--- config.mk ---
export PLATFORM = sky130hd
export DESIGN_NAME = ttai_top
export DESIGN_NICKNAME = d
export VERILOG_FILES = /design/src/ttai_pkg.sv /design/src/ttai_chan_if.sv /design/src/ttai_chan_timer.sv /design/src/ttai_top.sv
export SDC_FILE = /design/constraint.sdc
export NUM_CORES = 1
export LEC_CHECK = 0
export CAP_MARGIN = 5
export CORE_MARGIN = 2
export CORE_UTILIZATION = 58
export CTS_BUF_LIST = sky130_fd_sc_hd__clkbuf_4 sky130_fd_sc_hd__clkbuf_8
export DETAILED_ROUTE_END_ITERATION = 8
export DONT_BUFFER_PORTS = 1
export PLACE_DENSITY_LB_ADDON = 0.08
export SETUP_SLACK_MARGIN = 0.02
export SYNTH_ARGS = -nofsm -noshare
export SYNTH_HDL_FRONTEND = slang
export SYNTH_SLANG_ARGS = --single-unit
--- constraint.sdc ---
create_clock -name clk_i -period 5.9 [get_ports clk_i]
set_clock_uncertainty 0.1 [all_clocks]
set_input_delay 0.295 -clock clk_i [delete_from_list [all_inputs] [get_ports clk_i]]
set_output_delay 0.295 -clock clk_i [all_outputs]
set_load 0.01 [all_outputs]
--- src/ttai_pkg.sv ---
`default_nettype none
package ttai_pkg;

  // ----------------------------------------
  // widths and channel numbering
  // ----------------------------------------
  localparam int CNT_W = 12;
  localparam int CODE_W = 3;
  localparam int NUM_CH = 3;
  localparam int CH_LOCAL = 0;
  localparam int CH_REMOTE1 = 1;
  localparam int CH_REMOTE2 = 2;
  localparam int ADR_W = 10;
  localparam int IDX_W = 8;

  // ----------------------------------------
  // interval timing, in monitoring cycles
  // ----------------------------------------
  localparam logic [CNT_W-1:0] DEC_BASE_CYCLES = 12'h008;
  localparam logic [CNT_W-1:0] SAT_CYCLES = 12'h800;
  localparam logic [CNT_W-1:0] CNT_ONE = 12'h001;
  localparam logic [CNT_W-1:0] CNT_ZERO = 12'h000;

  // ----------------------------------------
  // register indices (byte address is index times four)
  // ----------------------------------------
  localparam logic [IDX_W-1:0] IDX_R2_MSB = 8'h36;
  localparam logic [IDX_W-1:0] IDX_INTERVAL = 8'h37;
  localparam logic [IDX_W-1:0] IDX_CONFIG = 8'h40;
  localparam logic [IDX_W-1:0] IDX_STATUS = 8'h42;
  localparam logic [IDX_W-1:0] IDX_ELAPSED_BASE = 8'h44;

  // ----------------------------------------
  // field positions and reset values
  // ----------------------------------------
  localparam int R1_LSB = 0;
  localparam int LOCAL_LSB = 3;
  localparam int R2_LO_LSB = 6;
  localparam int R2_MSB_BIT = 0;
  localparam int LOCK_BIT = 1;
  localparam int STAT_INC_LSB = 3;
  localparam logic [7:0] INTERVAL_RST = 8'h00;
  localparam logic R2_MSB_RST = 1'b0;
  localparam logic LOCK_RST = 1'b0;

  // ----------------------------------------
  // bus slave states
  // ----------------------------------------
  typedef enum logic [1:0] {
    WB_IDLE = 2'b01,
    WB_ACK = 2'b10
  } ttai_wb_state_type;

  // decrease interval: base doubled once per code step
  function automatic logic [CNT_W-1:0] ttai_dec_interval(input logic [CODE_W-1:0] code);
    return DEC_BASE_CYCLES << code;
  endfunction

  // increase interval: always twice the decrease interval
  function automatic logic [CNT_W-1:0] ttai_inc_interval(input logic [CODE_W-1:0] code);
    return ttai_dec_interval(code) << 1;
  endfunction

endpackage
`default_nettype wire

--- src/ttai_chan_if.sv ---
`timescale 1ns/100ps
`default_nettype none
// ----------------------------------------
// control side to one channel interval timer
// ----------------------------------------
interface ttai_chan_if #(
  parameter int CNT_W = ttai_pkg::CNT_W
);
  logic [ttai_pkg::CODE_W-1:0] code;
  logic ce;
  logic mon_tick;
  logic dec_req;
  logic inc_req;
  logic dec_ok;
  logic inc_ok;
  logic dec_grant;
  logic inc_grant;
  logic [CNT_W-1:0] elapsed;

  modport ctrl (
    output code, ce, mon_tick, dec_req, inc_req,
    input dec_ok, inc_ok, dec_grant, inc_grant, elapsed
  );

  modport timer (
    input code, ce, mon_tick, dec_req, inc_req,
    output dec_ok, inc_ok, dec_grant, inc_grant, elapsed
  );
endinterface
`default_nettype wire

--- src/ttai_chan_timer.sv ---
`timescale 1ns/100ps
`default_nettype none
module ttai_chan_timer #(
  parameter int CNT_W = ttai_pkg::CNT_W
) (
  input wire logic clk_i,
  input wire logic rst_i,
  ttai_chan_if.timer ch
);

  // ----------------------------------------
  // state
  // ----------------------------------------
  typedef struct packed {
    logic [CNT_W-1:0] elapsed;
    logic dec_ok;
    logic inc_ok;
    logic dec_grant;
    logic inc_grant;
  } ttai_timer_state_type;

  ttai_timer_state_type st;
  ttai_timer_state_type next_st;
  logic [CNT_W-1:0] dec_lim;
  logic [CNT_W-1:0] inc_lim;

  // interval limits follow the live code
  assign dec_lim = CNT_W'(ttai_pkg::ttai_dec_interval(ch.code));
  assign inc_lim = CNT_W'(ttai_pkg::ttai_inc_interval(ch.code));

  // ----------------------------------------
  // count monitoring cycles, grant when interval has passed
  // ----------------------------------------
  always_comb
  begin
    next_st = st;
    next_st.dec_grant = 1'b0;
    next_st.inc_grant = 1'b0;
    // counts monitoring cycles, not clocks; saturates so it never wraps
    if (ch.mon_tick && st.elapsed != CNT_W'(ttai_pkg::SAT_CYCLES))
    begin
      next_st.elapsed = st.elapsed + CNT_W'(ttai_pkg::CNT_ONE);
    end
    // decrease wins a tie; the counter restarts from the granted step
    if (ch.dec_req && st.elapsed >= dec_lim)
    begin
      next_st.dec_grant = 1'b1;
      next_st.elapsed = CNT_W'(ttai_pkg::CNT_ZERO);
    end
    else if (ch.inc_req && st.elapsed >= inc_lim)
    begin
      next_st.inc_grant = 1'b1;
      next_st.elapsed = CNT_W'(ttai_pkg::CNT_ZERO);
    end
    next_st.dec_ok = next_st.elapsed >= dec_lim;
    next_st.inc_ok = next_st.elapsed >= inc_lim;
  end

  // register the state; clock enable freezes everything
  always_ff @(posedge clk_i)
  begin
    if (rst_i)
    begin
      st <= '0;
    end
    else if (ch.ce)
    begin
      st <= next_st;
    end
  end

  assign ch.elapsed = st.elapsed;
  assign ch.dec_ok = st.dec_ok;
  assign ch.inc_ok = st.inc_ok;
  assign ch.dec_grant = st.dec_grant;
  assign ch.inc_grant = st.inc_grant;

endmodule // ttai_chan_timer
`default_nettype wire

--- src/ttai_top.sv ---
// How it works
// - local interval code is read/write, bits 5..3 of the interval register
// - local code sets spacing between threshold adjustments in monitoring cycles
// - decrease interval is 8 cycles at code 000, doubling to 1024 at 111
// - increase interval is double: 16 cycles up to 2048 cycles
// - bits 7..6 hold remote 2 code low bits; its top bit sits in 0x36
// - combined remote 2 code spaces adjustments on the remote 2 channel
// - remote 2 code uses the same doubling map as the local code
// - remote 1 code in bits 2..0, same doubling map
// - once the lock bit is set, the interval register ignores writes
//
// The implementer's own choices: the address map and the Wishbone interface to the registers.
`timescale 1ns/100ps
`default_nettype none
module ttai_top #(
  parameter int CNT_W = ttai_pkg::CNT_W,
  parameter int ADR_W = ttai_pkg::ADR_W
) (
  input wire logic clk_i,
  input wire logic rst_i,
  input wire logic ce_i,
  // wishbone classic slave
  input wire logic wb_cyc_i,
  input wire logic wb_stb_i,
  input wire logic wb_we_i,
  input wire logic [ADR_W-1:0] wb_adr_i,
  input wire logic [3:0] wb_sel_i,
  input wire logic [31:0] wb_dat_i,
  output logic [31:0] wb_dat_o,
  output logic wb_ack_o,
  // monitoring-cycle strobe and adjustment handshake
  input wire logic mon_tick_i,
  input wire logic [ttai_pkg::NUM_CH-1:0] dec_req_i,
  input wire logic [ttai_pkg::NUM_CH-1:0] inc_req_i,
  output logic [ttai_pkg::NUM_CH-1:0] dec_grant_o,
  output logic [ttai_pkg::NUM_CH-1:0] inc_grant_o,
  output logic [ttai_pkg::NUM_CH-1:0] dec_ok_o,
  output logic [ttai_pkg::NUM_CH-1:0] inc_ok_o,
  output logic lock_o
);

  // ----------------------------------------
  // state
  // ----------------------------------------
  typedef struct packed {
    ttai_pkg::ttai_wb_state_type wb_state;
    logic ack;
    logic [31:0] dat;
    logic [7:0] interval;
    logic r2_msb;
    logic lock;
  } ttai_top_state_type;

  ttai_top_state_type st;
  ttai_top_state_type next_st;

  logic [ttai_pkg::NUM_CH-1:0][ttai_pkg::CODE_W-1:0] chan_code;
  logic [ttai_pkg::NUM_CH-1:0][CNT_W-1:0] elapsed_w;
  logic [ttai_pkg::NUM_CH-1:0] dec_ok_w;
  logic [ttai_pkg::NUM_CH-1:0] inc_ok_w;
  logic [ttai_pkg::NUM_CH-1:0] dec_grant_w;
  logic [ttai_pkg::NUM_CH-1:0] inc_grant_w;
  logic [ttai_pkg::IDX_W-1:0] bus_idx;
  logic wr_lane0;

  // word index of the access; byte address is index times four
  assign bus_idx = wb_adr_i[ADR_W-1:2];
  // registers are eight bits wide, so only lane 0 writes
  assign wr_lane0 = wb_we_i && wb_sel_i[0];

  // ----------------------------------------
  // field decoding
  // ----------------------------------------

  // slice one 3-bit code out of the interval register
  function automatic logic [ttai_pkg::CODE_W-1:0] code_at(input logic [7:0] r, input int lsb);
    return ttai_pkg::CODE_W'(r >> lsb);
  endfunction

  // map codes to channels
  always_comb
  begin
    chan_code[ttai_pkg::CH_LOCAL] = code_at(st.interval, ttai_pkg::LOCAL_LSB);
    chan_code[ttai_pkg::CH_REMOTE1] = code_at(st.interval, ttai_pkg::R1_LSB);
    // remote 2 code is split: top bit lives in a separate register
    chan_code[ttai_pkg::CH_REMOTE2] = {st.r2_msb,
      st.interval[ttai_pkg::R2_LO_LSB +: 2]};
  end

  // ----------------------------------------
  // per-channel interval timers
  // ----------------------------------------
  genvar g;
  generate
    for (g = 0; g < ttai_pkg::NUM_CH; g++)
    begin : g_ch
      ttai_chan_if #(.CNT_W(CNT_W)) ch();

      // every channel, remote 2 included, shares the same map
      assign ch.code = chan_code[g];
      assign ch.ce = ce_i;
      assign ch.mon_tick = mon_tick_i;
      assign ch.dec_req = dec_req_i[g];
      assign ch.inc_req = inc_req_i[g];
      assign elapsed_w[g] = ch.elapsed;
      assign dec_ok_w[g] = ch.dec_ok;
      assign inc_ok_w[g] = ch.inc_ok;
      assign dec_grant_w[g] = ch.dec_grant;
      assign inc_grant_w[g] = ch.inc_grant;

      ttai_chan_timer #(
        .CNT_W(CNT_W)
      ) u_timer (
        .clk_i(clk_i),
        .rst_i(rst_i),
        .ch(ch)
      );
    end
  endgenerate

  // ----------------------------------------
  // register bus: read mux, writes, acknowledge
  // ----------------------------------------

  // one-cycle ack; ack drops the cycle after it is given
  always_comb
  begin
    logic [31:0] rd;
    rd = '0;
    next_st = st;
    next_st.ack = 1'b0;
    // read data: unmapped indices read as zero and still acknowledge
    case (bus_idx)
      ttai_pkg::IDX_R2_MSB:
      begin
        rd[ttai_pkg::R2_MSB_BIT] = st.r2_msb;
      end
      ttai_pkg::IDX_INTERVAL:
      begin
        rd[7:0] = st.interval;
      end
      ttai_pkg::IDX_CONFIG:
      begin
        rd[ttai_pkg::LOCK_BIT] = st.lock;
      end
      ttai_pkg::IDX_STATUS:
      begin
        rd[ttai_pkg::NUM_CH-1:0] = dec_ok_w;
        rd[ttai_pkg::STAT_INC_LSB +: ttai_pkg::NUM_CH] = inc_ok_w;
      end
      default:
      begin
        rd = '0;
      end
    endcase
    // elapsed counters, one word per channel
    for (int i = 0; i < ttai_pkg::NUM_CH; i++)
    begin
      if (bus_idx == ttai_pkg::IDX_ELAPSED_BASE + ttai_pkg::IDX_W'(i))
      begin
        rd = 32'(elapsed_w[i]);
      end
    end
    case (st.wb_state)
      ttai_pkg::WB_IDLE:
      begin
        if (wb_cyc_i && wb_stb_i)
        begin
          next_st.ack = 1'b1;
          next_st.dat = rd;
          next_st.wb_state = ttai_pkg::WB_ACK;
          if (wr_lane0)
          begin
            // locked registers quietly keep their contents
            if (bus_idx == ttai_pkg::IDX_INTERVAL && !st.lock)
            begin
              next_st.interval = wb_dat_i[7:0];
            end
            if (bus_idx == ttai_pkg::IDX_R2_MSB && !st.lock)
            begin
              next_st.r2_msb = wb_dat_i[ttai_pkg::R2_MSB_BIT];
            end
            // write-once: software can set the lock but never clear it
            if (bus_idx == ttai_pkg::IDX_CONFIG)
            begin
              next_st.lock = st.lock | wb_dat_i[ttai_pkg::LOCK_BIT];
            end
          end
        end
      end
      ttai_pkg::WB_ACK:
      begin
        // master releases the request after seeing ack
        next_st.wb_state = ttai_pkg::WB_IDLE;
      end
      default:
      begin
        next_st.wb_state = ttai_pkg::WB_IDLE;
      end
    endcase
  end

  // register the state; clock enable freezes everything
  always_ff @(posedge clk_i)
  begin
    if (rst_i)
    begin
      st.wb_state <= ttai_pkg::WB_IDLE;
      st.ack <= 1'b0;
      st.dat <= '0;
      st.interval <= ttai_pkg::INTERVAL_RST;
      st.r2_msb <= ttai_pkg::R2_MSB_RST;
      st.lock <= ttai_pkg::LOCK_RST;
    end
    else if (ce_i)
    begin
      st <= next_st;
    end
  end

  // ----------------------------------------
  // outputs, all straight from flip-flops
  // ----------------------------------------
  assign wb_dat_o = st.dat;
  assign wb_ack_o = st.ack;
  assign lock_o = st.lock;
  assign dec_grant_o = dec_grant_w;
  assign inc_grant_o = inc_grant_w;
  assign dec_ok_o = dec_ok_w;
  assign inc_ok_o = inc_ok_w;

endmodule // ttai_top
`default_nettype wire

======== After elaboration in Yosys (flattened, before gate mapping) ========
Cells that the tools add are included.
storage, ports and cells
  register bits after elaboration ......... 93
  input port bits ......................... 59
  output and inout port bits .............. 46
  logic and storage cells ................. 103
operators by class
  $add $sub $neg .......................... 3
  order comparisons ....................... 12
  eq/ne operators ......................... 12
  shift operators ......................... 3
  multiplexer cells ....................... 32
  bitwise logic cells ..................... 1
  reduce and logical (&&, ||, !) cells .... 19
operators with widths
  cell                                                  count
  greater-or-equal comparator 12 bit                    12
  2-to-1 mux 12 bit                                     10
  2-to-1 mux 32 bit                                     2
  2-to-1 mux 45 bit                                     1
  2-to-1 mux 43 bit                                     1
  equality test 8 x 7 -> 1 bit (second input constant)  5
  adder 12 x 1 -> 12 bit (second input constant)        3
  != test 12 bit (second input constant)                3
  << shifter 4 x 3 -> 12 bit (first input constant)     3
  equality test 8 x 6 -> 1 bit (second input constant)  2
  AND reduction 5 bit                                   3
  logical AND 1 bit                                     13
  2-to-1 mux 1 bit                                      11
  2-to-1 mux 10 bit                                     1
  2-to-1 mux 8 bit                                      1
  case mux 4 bit (2 select lines)                       1
  case mux 1 bit (3 select lines)                       2
  2-to-1 mux 2 bit                                      2
  AND reduction 3 bit                                   1
  equality test 2 x 1 -> 1 bit (second input constant)  1
  != test 2 bit (second input constant)                 1
  AND reduction 2 bit                                   1
  logical NOT 1 bit                                     1
  OR 1 bit                                              1

======== Longest topological paths before layout ========
  depth after elaboration ................. 7
  depth in mapped cells ................... 18
  mapped depth without buffers ............ 16

======== By module ========
Synthesis repeated with hierarchy kept, for this count alone.
second synthesis, totals
  cells, all modules ...................... 917
  area total of the unflattened synthesis .. 7428.4 um^2
modules (own cells, without submodules)
  module                              instances  cells an instance  area each (um^2)  sequential area each (um^2)
  ttai_top                            1          242                1958.1            500.5
  ttai_chan_timer at g_ch[2].u_timer  1          224                1828.0            320.3
  ttai_chan_timer at g_ch[0].u_timer  1          226                1823.0            320.3
  ttai_chan_timer at g_ch[1].u_timer  1          225                1819.2            320.3

======== Worst setup path before layout ========
No wires, ideal clock.
  kind .................................... register -> register
  start ................................... register st (netlist bit chan_code[4])
  end ..................................... register g_ch[1].u_timer.st (netlist bit g_ch[1].u_timer.ch.dec_ok)
  library setup time ...................... 0.119 ns
  arrival ................................. 3.936 ns
  setup slack ............................. 1.746 ns
  stages on the path, launching flop included .. 18
  path buffers ............................ 3
  cells stage by stage .................... dfxtp_1 -> clkbuf_1 -> or3b_2 -> ha_1 -> o21ai_0 -> a221oi_1 -> o311a_1 -> a21o_1 -> buf_2 -> buf_1 -> a21oi_1 -> ha_1 -> o2111ai_1 -> a21oi_1 -> a2111oi_0 -> nor2_1 -> or3_1 -> o221a_2
RTL lines
  element                 line                   text
  from (decl)             ttai_top.sv:54         ttai_top_state_type st;
  from (signal assigned)  ttai_top.sv:217        st <= next_st;
  to (signal assigned)    ttai_chan_timer.sv:68  st <= next_st;
  to (decl)               ttai_chan_timer.sv:22  ttai_timer_state_type st;

==> flow_results.org <==
** Setup path
- Startpoint of the worst register-to-register path :: chan_code[4]
- Critical path's slowest cell :: a21o_1
- The worst setup path is captured at a flop.
- The worst setup path is of the reg -> reg kind.
- Critical Path Stages :: 14
- Worst reg-to-reg setup slack :: 1.0 ns
- For the worst setup path, the data required time is 6.08 ns.
- For the worst flop-to-flop path, the logic depth is 14.
- Worst setup path startpoint :: chan_code[4]
- STA puts the critical path data arrival time at 5.09 ns.
- The endpoint identified for the worst register-to-register timing path is g_ch[1].u_timer.ch.dec_ok.
- Nature of the critical path startpoint :: flop
- On the worst path, the slowest cell contributes a delay of 0.58 ns.
- In this run the worst setup path terminates at g_ch[1].u_timer.ch.dec_ok.
- CP Cell Sequence :: or3b_2 -> ha_1 -> o21ai_0 -> a221oi_1 -> o311a_1 -> a21o_1 -> a21oi_1 -> ha_1 -> o2111ai_1 -> a21oi_1 -> a2111oi_0 -> nor2_1 -> or3_1 -> o221a_2
- Grouping stages by cell kind, the critical path spends the most delay in compound AO/OA/AOI/OAI gates.
- Counting both buffers and inverters, the worst setup path holds a total of 0.
- In this run the worst path has a maximum fanout of 20.

** Drt
- Routed Antenna Nets :: 0
- After the first detailed-routing iteration, the DRC count stood at 466.
- Count of TritonRoute iterations in the first routing pass :: 7
- After detailed routing, the number of vias per cell comes to 6.613.
- After detailed routing, the number of remaining DRC violations is 10.
- In the final routed layout, each cell accounts on average for 20.02 µm.
- Total via count after detailed routing :: 6395
- For this block, the routed nets add up to 19360 µm of wire.

** Logic synthesis
- Syn avg cell area :: 7.881 µm²
- Share of synthesized flip-flops with an asynchronous set or reset :: 0%
- Number of synthesized register bits :: 73
- Sequential element share of the synthesized area :: 21.14%
- Top area cells in the synthesized netlist :: dfxtp_1, ha_1, buf_4
- Mapped cell area :: 6912 µm²
- Counting flops with a built-in enable in the synthesized netlist gives 0.
- For this run, the leading register cell type out of synthesis is dfxtp_1.
- In the post-synthesis netlist, the cell with the most instances is ha_1.
- The share of synthesized area in the top cell type comes to 21.14%.
- Synth top cells by count :: ha_1, nor2_1, dfxtp_1, nand2_1, a21oi_1
- The cell count after synthesis came out at 877.
- Yosys mapped the design onto 64 distinct sky130hd cell types.
- Yosys printed 0 warnings.
- The biggest area contributor in the post-synthesis netlist is dfxtp_1.

** Placement
- The wire-length estimate of the detail-placed layout is 13690 µm.
- Port-buffer cells :: 0
- The congestion estimate from routability-driven global placement came to 0.8980.

** Timing
- Setup total negative slack on the finished layout was measured at 0 ns.
- After layout, the worst path uses 83.12% of the clock period.
- Time the worst path needs with I/O delays and setup :: 4.904 ns
- For the pin with the worst max-slew slack, the measured transition is 0.7952 ns.
- Relative slew slack :: 46.81%
- Setup violations remaining at the end of the flow were counted as 0.
- Setup repair after global routing left no endpoint under its margin.
- The count of pins over their slew limit was 0.
- Based on the critical path, the design can be clocked at up to 203.9 MHz.
- Final Hold Violating Endpoints :: 0

** Clock network
- In this run the deepest clock path goes through 2 buffers.
- TritonCTS built the clock tree.
- TritonCTS created 9 clock buffers.
- Number of H-tree levels :: 3
- The clock drives 73 sinks.
- Clock insertion delay at the later pin of the skew report :: 0.38 ns
- Clock-pin slew was measured on the worst setup and hold paths at 0.09 ns.
- Post-CTS Setup Bufs :: 0
- Clock tree synthesis selected as its root buffer the cell clkbuf_8.

** Floorplanning
- The die is 113.2 µm tall.
- Number of placed I/O pins :: 105
- Core area :: 11520 µm²
- The floorplan has 39 rows.
- Area of the die :: 12810 µm²
- Die extent in x :: 113.2 µm
- Starting density of the core :: 60.02%

** Min path
- Worst min path class :: in -> reg

** GRT
- Number of antenna violations at the first check in global routing :: 0
- Leftover overflow at the end of global routing :: 0
- Tot GR Track Use :: 30.26%
- The number of global-route vias before repair was 6044.
- The first global-routing pass estimated 31240 µm of wire.
- Pin count of the biggest net entering global routing :: 51

** Power
- The analysis attributes to cell leakage a power of 2.850 nW.
- Peak VDD IR :: 0.09669 mV
- In this run the power density over the cells is 145.3 nW/µm².

** Run status
- Failing checks :: design-rule violations
- The run finished, with violations left.

** Cells and area
- The repair_antennas step left the layout with diodes totalling 0.
- Synth-to-layout area growth :: 0.6517%
- At the end of the flow the core is filled with cells to 60.41%.
- Net count reported at finish :: 980
- Share of layout cells above drive strength 1 :: 4.369%

** Run
- Across the run, the number of max-cap violations was 0.
[logic make-up after synthesis]
kind of cell,after synthesis,synth area share (%)
flip-flops,73,21.14
AO/OA/AOI/OAI,221,21.31
XOR/XNOR,22,2.788
AND/OR/NAND/NOR,314,24.06
other,1,0.05426
multiplexers,21,3.041
adder cells (fa/ha/maj),102,18.46
buffers and inverters,123,9.142
[placed cells by master, fill, tap and decap left out, drive strengths merged, types with 12 or more instances in the layout]
cell type    n
conb        20
o211ai      18
nor2        82
nor3        25
a21oi       49
ha         102
inv         22
dfxtp       73
o31ai       12
nand3       28
and3        20
xnor2       14
nand2       55
a211oi      12
mux2i       21
a31oi       13
o21ai       46
[area by class of cell]
type                       count  area, µm²
clock inverter                 7      77.57
sequential                    73       1461
multi-input combinational    700       4890
timing repair buffer          15      150.1
clock buffer                   9      123.9
fill                        1062       4559
inverter                      20      75.07
tap                          143      178.9
[where the power goes]
group | leakage [nW] | total [W] | internal, W | switching (W)
clock network | 0.100 | 0.000417 | 0.000199 | 0.000218
registers | 0.591 | 0.000513 | 0.000501 | 0.0000126
logic | 2.16 | 0.0000805 | 0.0000288 | 0.0000517
total | 2.85 | 0.00101 | 0.000728 | 0.000282
[state kept, by name, summed over array words and instances, names as in the netlist]
name and cells:
g_ch.u_timer.ch.elapsed 36, wb_dat_o 12, chan_code 9, g_ch.u_timer.ch.dec_grant 3
g_ch.u_timer.ch.dec_ok 3, g_ch.u_timer.ch.inc_grant 3, g_ch.u_timer.ch.inc_ok 3, st 2
lock_o 1, wb_ack_o 1
[worst min-delay path by stage]
stage | from | endpoint | slack (ns) | depth (start not counted)
floorplan | wb_dat_o[6] | wb_dat_o[6] | 0.33 | 2
global placement | rst_i | g_ch[2].u_timer.ch.elapsed[6] | 0.27 | 1
detailed placement | rst_i | g_ch[2].u_timer.ch.elapsed[6] | 0.27 | 1
CTS | wb_adr_i[3] | wb_dat_o[1] | 0.008 | 2
global route | wb_dat_i[1] | lock_o | 0.008 | 2
finish | wb_dat_i[1] | lock_o | 0.02 | 2
[what timing repair did]
item | CTS | global route
gates resized for setup | 0 | 0
hold buffers | 11 | 0
hold endpoints to repair | 54 | 0
[per-layer routing]
metal | share of wire [%] | GRT usage [%] | vias up
li1 | - | - | 3081
met1 | 44 | 40.28 | 3011
met2 | 45 | 48.90 | 259
met3 | 7.9 | 5.999 | 44
met4 | 2.5 | 10.73 | 0
met5 | 0 | 0 | -
[per-stage QoR]
step                      setup WS, ns  power [W]  std cells  hold slack (ns)  area, µm²
after floorplan                  1.746  0.0006008        896           0.3323       6983
after detailed placement         1.121  0.0005875        940           0.2742       6635
final                           0.9961   0.001011        967          0.02002       6957
after global placement           1.171  0.0005854        940           0.2730       6635
after global routing            0.6878   0.001047        967         0.008020       6957
after CTS                        1.080   0.001014        967         0.007604       6957
Note: power is estimated with default switching activity, not from simulation.
